===== config.mk =====
export PLATFORM = sky130hd
export DESIGN_NAME = tcw_top
export DESIGN_NICKNAME = d
export VERILOG_FILES = /design/src/tcw_pkg.sv /design/src/tcw_cfg_if.sv /design/src/tcw_decode.sv /design/src/tcw_top.sv
export SDC_FILE = /design/constraint.sdc
export NUM_CORES = 1
export LEC_CHECK = 0
export ABC_AREA = 1
export BUFFER_PORTS_ARGS = -buffer_cell sky130_fd_sc_hd__buf_2
export CAP_MARGIN = 20
export CORE_MARGIN = 1
export CORE_UTILIZATION = 48
export CTS_BUF_LIST = sky130_fd_sc_hd__clkbuf_4 sky130_fd_sc_hd__clkbuf_8
export CTS_CLUSTER_SIZE = 10
export DETAILED_ROUTE_END_ITERATION = 7
export HOLD_SLACK_MARGIN = 0.05
export PLACE_DENSITY = 0.93
export REMOVE_ABC_BUFFERS = 1
export SKIP_CTS_REPAIR_TIMING = 1
export SKIP_LAST_GASP = 1
export SLEW_MARGIN = 20
export SYNTH_ARGS = -nofsm -noshare
export SYNTH_HDL_FRONTEND = slang
export SYNTH_HIERARCHICAL = 1
export SYNTH_SLANG_ARGS = --single-unit

===== constraint.sdc =====
create_clock -name sys_clk_in -period 1.32 [get_ports sys_clk_in]
set_clock_uncertainty 0.15 [all_clocks]
set_input_delay 0.132 -clock sys_clk_in [delete_from_list [all_inputs] [get_ports sys_clk_in]]
set_output_delay 0.132 -clock sys_clk_in [all_outputs]
set_load 0.005 [all_outputs]

===== src/tcw_pkg.sv =====
// Package for the transfer count and width configuration block.
// Assumes a 32-bit APB register bus with word-aligned registers.
`default_nettype none
package tcw_pkg;
	localparam logic [7:0] TCW_OFF_COUNT_LOW   = 8'h00;
	localparam logic [7:0] TCW_OFF_COUNT_UPPER = 8'h04;
	localparam logic [7:0] TCW_OFF_WIDTH       = 8'h08;
	localparam logic [7:0] TCW_OFF_CONTROL     = 8'h0C;
	localparam logic [7:0] TCW_OFF_STATUS      = 8'h10;
	localparam int         TCW_FIELD_W         = 3;
	localparam int         TCW_LOW_W           = 8;
	localparam int         TCW_COUNT_W         = 14;
	localparam logic [2:0] TCW_FIELD_RST       = 3'h0;
	localparam logic [7:0] TCW_LOW_RST         = 8'h00;
	localparam logic       TCW_SELECT_RST      = 1'b0;
	localparam int         TCW_CTRL_SEL_BIT    = 0;
	localparam int         TCW_STAT_BUSY_BIT   = 0;
	localparam logic [3:0] TCW_FULL_ELEMENT    = 4'h8;
	typedef logic [13:0] tcw_count_t;
endpackage : tcw_pkg
`default_nettype wire


===== src/tcw_cfg_if.sv =====
// Interface carrying configuration fields from the register file to the decoder.
// Assumes both ends share one clock.
`timescale 1ns/1ps
`default_nettype none
interface tcw_cfg_if;
	logic       byte_count_select;
	logic [2:0] count_upper_field;
	logic [7:0] count_low;
	logic [2:0] width_field;
	tcw_pkg::tcw_count_t transfer_count;
	logic [3:0] element_bits;
	modport regs (output byte_count_select, count_upper_field, count_low, width_field,
		input transfer_count, element_bits);
	modport dec (input byte_count_select, count_upper_field, count_low, width_field,
		output transfer_count, element_bits);
endinterface : tcw_cfg_if
`default_nettype wire


===== src/tcw_decode.sv =====
// Assembles the transfer counter and element size from the register fields.
// Assumes the fields are stable while the engine is busy.
`timescale 1ns/1ps
`default_nettype none
module tcw_decode (
	tcw_cfg_if.dec cfg
);
	import tcw_pkg::*;
	always_comb begin
		if (cfg.byte_count_select) begin
			cfg.transfer_count = {3'h0, cfg.count_upper_field, cfg.count_low};
			cfg.element_bits   = (cfg.width_field == 3'h0) ? TCW_FULL_ELEMENT
				: {1'b0, cfg.width_field};
		end else begin
			cfg.transfer_count = {cfg.count_upper_field, cfg.count_low, cfg.width_field};
			cfg.element_bits   = 4'h1;
		end
	end
endmodule : tcw_decode
`default_nettype wire


===== src/tcw_top.sv =====
// Register file and counter assembly for the serial transfer count configuration.
// Assumes an APB master and a shifting engine that reports busy.
// What this block does
// - In bit mode the upper field supplies counter bits 13-11.
// - In byte mode the upper field supplies counter bits 10-8.
// - In bit mode the width field supplies counter bits 2-0.
// - In byte mode width code 0 means 8 bits and codes 1-7 mean 1-7 bits.
// - Bits 31-3 of the upper and width registers read as zero.
`timescale 1ns/1ps
`default_nettype none
module tcw_top (
	input  wire logic              sys_clk_in,
	input  wire logic              arst_n_in,
	input  wire logic              psel_in,
	input  wire logic              penable_in,
	input  wire logic              pwrite_in,
	input  wire logic [7:0]        paddr_in,
	input  wire logic [31:0]       pwdata_in,
	input  wire logic              busy_in,
	output logic      [31:0]       prdata_out,
	output logic                   pready_out,
	output logic                   pslverr_out,
	output logic      [13:0]       transfer_count_out,
	output logic      [3:0]        element_bits_out,
	output logic                   byte_count_select_out
);
	import tcw_pkg::*;
	tcw_cfg_if cfg ();
	logic [2:0] count_upper_reg;
	logic [2:0] width_reg;
	logic [7:0] count_low_reg;
	logic       select_reg;
	logic       wr_en;
	logic       access;
	logic       mapped;
	logic [31:0] rd_next;

	// Unimplemented upper bits of a field register always read zero
	function automatic logic [31:0] pad_field(input logic [2:0] field);
		pad_field = {29'h0, field};
	endfunction : pad_field

	assign access = psel_in && penable_in;
	assign wr_en  = access && pwrite_in;
	assign mapped = (paddr_in == TCW_OFF_COUNT_LOW) || (paddr_in == TCW_OFF_COUNT_UPPER)
		|| (paddr_in == TCW_OFF_WIDTH) || (paddr_in == TCW_OFF_CONTROL)
		|| (paddr_in == TCW_OFF_STATUS);
	assign pready_out  = 1'b1;
	assign pslverr_out = access && !mapped;

	// Writes while busy are still taken; software keeps off them
	always_ff @(posedge sys_clk_in or negedge arst_n_in) begin
		if (!arst_n_in) begin
			count_upper_reg <= TCW_FIELD_RST;
		end else if (wr_en && paddr_in == TCW_OFF_COUNT_UPPER) begin
			count_upper_reg <= pwdata_in[2:0];
		end
	end

	always_ff @(posedge sys_clk_in or negedge arst_n_in) begin
		if (!arst_n_in) begin
			width_reg <= TCW_FIELD_RST;
		end else if (wr_en && paddr_in == TCW_OFF_WIDTH) begin
			width_reg <= pwdata_in[2:0];
		end
	end

	always_ff @(posedge sys_clk_in or negedge arst_n_in) begin
		if (!arst_n_in) begin
			count_low_reg <= TCW_LOW_RST;
		end else if (wr_en && paddr_in == TCW_OFF_COUNT_LOW) begin
			count_low_reg <= pwdata_in[7:0];
		end
	end

	always_ff @(posedge sys_clk_in or negedge arst_n_in) begin
		if (!arst_n_in) begin
			select_reg <= TCW_SELECT_RST;
		end else if (wr_en && paddr_in == TCW_OFF_CONTROL) begin
			select_reg <= pwdata_in[TCW_CTRL_SEL_BIT];
		end
	end

	always_comb begin
		rd_next = 32'h0000_0000;
		if (paddr_in == TCW_OFF_COUNT_LOW) begin
			rd_next = {24'h000000, count_low_reg};
		end else if (paddr_in == TCW_OFF_COUNT_UPPER) begin
			rd_next = pad_field(count_upper_reg);
		end else if (paddr_in == TCW_OFF_WIDTH) begin
			rd_next = pad_field(width_reg);
		end else if (paddr_in == TCW_OFF_CONTROL) begin
			rd_next = {31'h0, select_reg};
		end else if (paddr_in == TCW_OFF_STATUS) begin
			rd_next = {31'h0, busy_in};
		end
	end

	// Read data registered at setup so it is stable in the access phase
	always_ff @(posedge sys_clk_in or negedge arst_n_in) begin
		if (!arst_n_in) begin
			prdata_out <= 32'h0000_0000;
		end else if (psel_in && !penable_in && !pwrite_in) begin
			prdata_out <= rd_next;
		end
	end

	assign cfg.byte_count_select = select_reg;
	assign cfg.count_upper_field = count_upper_reg;
	assign cfg.count_low         = count_low_reg;
	assign cfg.width_field       = width_reg;

	tcw_decode u_decode (
		.cfg (cfg)
	);

	always_ff @(posedge sys_clk_in or negedge arst_n_in) begin
		if (!arst_n_in) begin
			transfer_count_out    <= 14'h0000;
			element_bits_out      <= TCW_FULL_ELEMENT;
			byte_count_select_out <= TCW_SELECT_RST;
		end else begin
			transfer_count_out    <= cfg.transfer_count;
			element_bits_out      <= cfg.element_bits;
			byte_count_select_out <= select_reg;
		end
	end
endmodule : tcw_top
`default_nettype wire


==> results.md, run 1 <==
- CTS tree: done
- Fraction of registers with async set/reset: 100%
- Synth-to-layout area growth: 19.6%
- Vias in the first global route: 1489
- Commonest cells post-synth: 64 x nand2_1, 41 x dfrtp_1, 29 x inv_1
- Routed metal-1 wire length: 1630 um
- Crit path DAT: 0.91 ns
- Count leader, synth: nand2_1
- Detail Route Antenna Nets: 0
- Clock root cell: clkbuf_8
- First-pass GRT wire length: about 6300 um
- Die Ht: 67.8 um
- Delay-heaviest family, CP: flip-flops
- Peak VDD IR: 0.454 mV
- Initial core utilization: 50.9%
- Final period util: between 80% and 90%
- Setup CP Type: reg -> out
- Tot Pwr: about 0.0025 W
- Drt pass-1 iters: 4
- Int Pwr: 0.00194 W
- RSZ-0062 raised after global routing: false
- Final Setup Violations: 0
- Comb power frac: under 10%
- Top routing layer used: met4
- Pwr dens: 1000 nW/um^2
- Final hold viol count: 0
- R2r worst-path depth: 4
- Layout cell share with drive strength beyond 1: 28.7%
- H-tree Lvls: 2
- Post-synth top area cell: dfrtp_1
- Sequential fraction of the synthesis area: 50.6%
- WL met2: 1900 um
- Max stage delay on crit path: 0.52 ns
- Switching power: 0.000561 W
- Core area: approximately 4100 um^2
- Clk buf depth: 2
- Worst skew pair latency: 0.30 ns
- Total number of vias: 1642
- Largest net degree at the start of global routing: 31
- Inserted Clock Buffers: 5
- Die width: 67.8 um
- Status: completed
- Synth area leaders: dfrtp_1 49%, nand2_1 12%, buf_4 9.4%, nand3_1 5.3%, inv_1 5.2%
- Critical Path Stages: 1
- Worst endpoint required time: between 1 and 1.5 ns
- CP startpoint kind: flip-flop
- Flops & latches, synth: 42
- Synth Warn #: 6
- Mapped Area: ~2100 um^2
- Max reg flops: 14
- Drt wl/cell: between 10 and 15 um
- I/O Pins: 99
- Post-route DRC violation count: 0
- Leak pwr: approximately 1.4 nW
- Hold Path Depth: 5
- Syn Inst Count: 239
- Slowest cell on the critical path: dfstp_2
- Post-synth EDFFs: 0
- Antenna cell count: 0
- WP buf/inv: 1
- Global Route Usage Sum: 18.9%
- IO Port Bufs: 49
- Clock-pin slew on the worst setup and hold paths: 0.08 ns
- Count of different cell masters after synthesis: 21
- Setup TNS: 0 ns
- Fin crit period: 1.19 ns
- Crit end category: output pin
- Fmax: 842 MHz
- DP HPWL: 2890 um
- Hold WC Path Type: in -> reg
- Syn Area/Cell: 8.71 um^2
- Top cell type's share of synthesized area: 49.3%
- Final net count: around 350
- Core Rows: 23
- Final Max Tran Viols: 0
- Reg power frac: 52.4%
- Initial antenna violation count: 0
- # clock sinks: 42
- Met3 WL post-DR: approximately 210 um
- Die area: 4600 um^2
- DRT Wirelength: 3820 um
- Sw frac: 22.4%
- Placer Congestion: roughly 0.85
- 1st-iter DRT viols: 104
- Max-cap viol count: 0
- DR vias/cell: 4.65
- Worst Path Max Fanout: 1
- Main synth FF type: dfrtp_1
- Cell Chain, Critical Path: buf_2
- Grt ovf: 0
- Clock network power share: 39.9%
## final timing paths
path	start	end	slack, ns
hold reg to reg	prdata_out[0]	prdata_out[0]	0.33
setup reg to reg	cfg.byte_count_select	prdata_out[0]	0.25
setup / recovery	element_bits_out[3]	element_bits_out[3]	0.13
max in group asynchronous	arst_n_in	cfg.count_low[6]	0.42
min in group asynchronous	arst_n_in	cfg.count_upper_field[1]	0.14
hold / removal	busy_in	prdata_out[0]	0.09
## worst min-delay path, cell delays in order
cell	delay [ns]
buf_2	0.08
nand3_1	0.08
nand3_1	0.08
o21bai_1	0.07
nand2_1	0.05
## metal layers
metal / up-vias / GRT usage (%)
li1: 809 / -
met1: 756 / 23.2
met2: 71 / 31.4
met3: 6 / 3.83
met4: 0 / 9.38
met5: - / 0
## per-stage QoR
step	instances	utilization [%]	area, um^2	setup WS, ns	hold WS [ns]
final	353	60.9	2490	0.133	0.0866
after global routing	353	60.9	2490	0.0624	0.137
after CTS	344	58.7	2400	0.120	-0.409
after detailed placement	336	55.9	2280	0.0565	-0.0881
after global placement	336	55.9	2280	0.0931	-0.0866
after floorplan	231	-	1910	-0.0107	-0.314
## cells by family (layout without fill, tap and decap cells)
family                 count (synthesis)  after routing  share of synthesized area (%)
other                                  2             25                          0.361
flip-flops                            42             42                           50.6
AO/OA/AOI/OAI                         23             23                           7.10
buffers and inverters                 63            104                           18.3
AND/OR/NAND/NOR                      109            109                           23.7
## layout make-up
class                      instances  area, um^2
timing repair buffer              64         405
clock inverter                     3        45.0
tap                               50        62.6
clock buffer                       5        68.8
fill                             359        1600
inverter                          32         120
multi-input combinational        157         734
sequential                        42        1050
## power groups by stage
stage | Sequential (W) | Combinational, W | Clock [W]
2_1_floorplan | 0.00134 | 0.0000732 | 0
3_3_place_gp | 0.00134 | 0.000166 | 0
3_5_place_dp | 0.00134 | 0.000173 | 0
4_1_cts | 0.00131 | 0.000173 | 0.00101
5_1_grt | 0.00131 | 0.000222 | 0.00108
6_report | 0.00131 | 0.000192 | 0.000997
## placed cells by master (no fill, tap or decap)
cell and instances:
clkinv_1 1, o21bai_1 1, nand2_1 64, nand3_1 22, buf_12 2, clkbuf_8 5, conb_1 25, o21ai_1 6
buf_4 4, nor2_4 2, nor2_1 9, clkinvlp_4 2, nor2_2 4, bufinv_16 1, dfstp_2 1, inv_1 29
dlygate4sd3_1 9, a221oi_1 1, inv_2 2, nand3_2 3, nand2_2 5, o21ai_0 8, buf_2 49, dfrtp_1 41
o21ai_2 7
Power figures use the tool's default switching activity.
==> inputs of run 2 (changes only) <==
--- a/config.mk
+++ b/config.mk
@@ -5,11 +5,10 @@
 export SDC_FILE = /design/constraint.sdc
 export NUM_CORES = 1
 export LEC_CHECK = 0
-export ABC_AREA = 1
 export BUFFER_PORTS_ARGS = -buffer_cell sky130_fd_sc_hd__buf_2
 export CAP_MARGIN = 20
 export CORE_MARGIN = 1
-export CORE_UTILIZATION = 48
+export CORE_UTILIZATION = 47
 export CTS_BUF_LIST = sky130_fd_sc_hd__clkbuf_4 sky130_fd_sc_hd__clkbuf_8
 export CTS_CLUSTER_SIZE = 10
 export DETAILED_ROUTE_END_ITERATION = 7
==> run 2 against run 1 <==
Effect of this change: the run now ends with setup timing left; core utilization grew 0.90 points; power grew 1.7%; synthesized area shrank 4.8%; flip-flop and latch count is the same; highest routed layer unchanged.
==> results.md, run 2 <==
- R2r worst-path depth: 2 (was 4)
- I/O Pins: 99 (unchanged)
- Vias in the first global route: 1277 (was 1489)
- Drt pass-1 iters: 4 (unchanged)
- Hold Path Depth: 3 (was 5)
- Worst Path Max Fanout: 8 (was 1)
- Grt ovf: 0 (unchanged)
- Reg-to-Reg Start: cfg.byte_count_select (unchanged)
- Top cell type's share of synthesized area: 51.8% (was 49.3%)
- DP Area: 2240 um^2 (was 2280 um^2)
- Setup TNS: -0.801 ns (was 0 ns)
- # clock sinks: 42 (unchanged)
- Core Rows: 23 (unchanged)
- Final net count: 279 (was 348)
- Sequential fraction of the synthesis area: 53.1% (was 50.6%)
- Post-route cell area: 2490 um^2 (about the same)
- Count of different cell masters after synthesis: 31 (was 21)
- Count leader, synth: dfrtp_1 (was nand2_1)
- Synth area leaders: dfrtp_1 52%, mux2_2 12%, buf_4 10%, mux2_4 3.8%, nand2_1 3.6% (was dfrtp_1 49%, nand2_1 12%, buf_4 9.4%, nand3_1 5.3%, inv_1 5.2%)
- Post-synth top area cell: dfrtp_1 (unchanged)
- Dpl ws: -0.407 ns (was 0.0565 ns)
- Die Ht: 66.9 um (was 67.8 um)
- Placer Congestion: 0.828 (was 0.855)
- Critical path startpoint: paddr_in[6] (was element_bits_out[3])
- Synth-to-layout area growth: 25.7% (was 19.6%)
- Setup CP Type: in -> reg (was reg -> out)
- Initial antenna violation count: 0 (unchanged)
- Crit end category: flip-flop (was output pin)
- Crit path DAT: 1.44 ns (was 0.91 ns)
- Fraction of registers with async set/reset: 100% (unchanged)
- Flops & latches, synth: 42 (unchanged)
- Core area: 4030 um^2 (was 4090 um^2)
- Die width: 66.9 um (was 67.8 um)
- Failing checks: setup timing
- Detail Route Antenna Nets: 0 (unchanged)
- Worst endpoint required time: 1.35 ns (was 1.04 ns)
- Final Max Tran Viols: 0 (unchanged)
- Final period util: 106% (was 90.0%)
- Peak VDD IR: 0.369 mV (was 0.454 mV)
- Inserted Clock Buffers: 5 (unchanged)
- H-tree Lvls: 2 (unchanged)
- Final hold viol count: 0 (unchanged)
- R2R Setup Slk: 0.09 ns (was 0.25 ns)
- Post-synth EDFFs: 0 (unchanged)
- Area occupied by registers: 1050 um^2 (unchanged)
- CP startpoint kind: input pin (was flip-flop)
- # fillers: 335 (was 359)
- Syn Inst Count: 164 (was 239)
- Final Setup Violations: 16 (was 0)
- Die area: 4480 um^2 (was 4600 um^2)
- Hold Crit Start: paddr_in[3] (was busy_in)
- Max reg flops: 14 (unchanged)
- IO Port Bufs: 49 (unchanged)
- Hold WC Path Type: in -> reg (unchanged)
- Main synth FF type: dfrtp_1 (unchanged)
- DR vias/cell: 4.78 (was 4.65)
- First-pass GRT wire length: 5720 um (was 6330 um)
- Fin crit period: 1.41 ns (was 1.19 ns)
- Initial core utilization: 49.2% (was 50.9%)
- RSZ-0062 raised after global routing: true (was false)
- Mapped Area: 1980 um^2 (was 2080 um^2)
- Synth Warn #: 6 (unchanged)
- Post-route DRC violation count: 0 (unchanged)
- Drt wl/cell: 13.3 um (was 10.8 um)
- CTS tree: done (unchanged)
- Global Route Usage Sum: 18.3% (was 18.9%)
- Fmax: 711 MHz (was 842 MHz)
- Final worst slack: -0.0855 ns (was 0.133 ns)
- Fin cells: 283 (was 353)
- DP HPWL: 2690 um (was 2890 um)
- Most frequent cells in the layout: 46 x buf_2, 41 x dfrtp_1, 25 x conb_1, 20 x mux2_2, 19 x nand2_1 (was 64 x nand2_1, 49 x buf_2, 41 x dfrtp_1, 29 x inv_1, 25 x conb_1)
- Clock-pin slew on the worst setup and hold paths: 0.07 ns (was 0.08 ns)
- Multi-input logic area: 810 um^2 (was 734 um^2)
- Commonest cells post-synth: 41 x dfrtp_1, 27 x buf_4, 21 x mux2_2 (was 64 x nand2_1, 41 x dfrtp_1, 29 x inv_1)
- Clk buf depth: 2 (unchanged)
- Syn Area/Cell: 12.1 um^2 (was 8.71 um^2)
- 1st-iter DRT viols: 88 (was 104)
- Hold Path End: cfg.byte_count_select (was prdata_out[0])
- Status: finished, violations left (was completed)
- Worst skew pair latency: 0.29 ns (was 0.30 ns)
- Worst hold slack: 0.103 ns (was 0.0866 ns)
- Pwr dens: 1020 nW/um^2 (was 1000 nW/um^2)
- Total number of vias: 1353 (was 1642)
- Max-cap viol count: 0 (unchanged)
- Most common cell after layout, fill and taps aside: buf_2 (was nand2_1)
- Layout cell share with drive strength beyond 1: 44.2% (was 28.7%)
- Clock root cell: clkbuf_8 (unchanged)
- Antenna cell count: 0 (unchanged)
- Leak pwr: 1.32 nW (was 1.39 nW)
- DRT Wirelength: 3760 um (was 3820 um)
- R2r endpoint: transfer_count_out[0] (was prdata_out[0])
- Largest net degree at the start of global routing: 30 (was 31)
- Dpl cells: 267 (was 336)
run 2: cell count changes after synthesis, moves of 4 or more:
cell and change:
mux2_4 +5, nor2_1 -4, nand3_1 -22, nand2_1 -45, o21ai_2 -7, nand2_2 -5, inv_1 -29, nor2b_1 +4
o21ai_1 -6, mux2_2 +21, a21oi_1 +5, nor2_2 -4
run 2: cells by family after synthesis:
| kind of cell | count (synthesis) | share of synthesized area (%) |
|---|---|---|
| simple gates | 46 | 13.6 |
| flops | 42 | 53.1 |
| buf+inv | 30 | 11.7 |
| mux | 28 | 16.7 |
| compound gates | 16 | 4.42 |
| other cells | 2 | 0.379 |
run 2: per-stage QoR:
stage,power (W),util (%)
after floorplan,0.00140,-
after global placement,0.00151,55.5
after detailed placement,0.00151,55.5
after CTS,0.00252,58.3
after global routing,0.00263,61.8
final,0.00254,61.8
run 2: routing by layer:
metal | vias to the layer above | share of wire [%] | GRT usage [%]
li1 | 642 | - | -
met1 | 653 | 40 | 20.1
met2 | 53 | 53 | 32.8
met3 | 5 | 5.6 | 4.79
met4 | 0 | 1.5 | 7.98
met5 | - | 0 | 0
run 2: cell type report:
class / count / share of cell area (%)
Clock inverter: 1 / 1.21
Tap cell: 50 / 2.51
Clock buffer: 6 / 3.32
Multi-Input combinational cell: 115 / 32.5
Sequential cell: 42 / 42.3
Timing Repair Buffer: 69 / 18.2
run 2: power breakdown:
| group | total (W) | switching (W) | internal [W] |
|---|---|---|---|
| logic | 0.000212 | 0.000110 | 0.000102 |
| registers | 0.00131 | 0.00000884 | 0.00130 |
| clock network | 0.00102 | 0.000415 | 0.000605 |
| total | 0.00254 | 0.000533 | 0.00201 |
run 2: critical path, cell delays in order:
cell and delay (ns):
buf_8 0.10, or4_4 0.54, nor2_4 0.16, nand3_4 0.17, mux2_4 0.33
run 2: worst max-delay path by stage:
stage,end
after floorplan,cfg.count_low[0]
after global placement,cfg.count_low[0]
after detailed placement,cfg.count_low[0]
after CTS,cfg.count_low[0]
after global routing,cfg.count_low[0]
final,cfg.count_low[6]
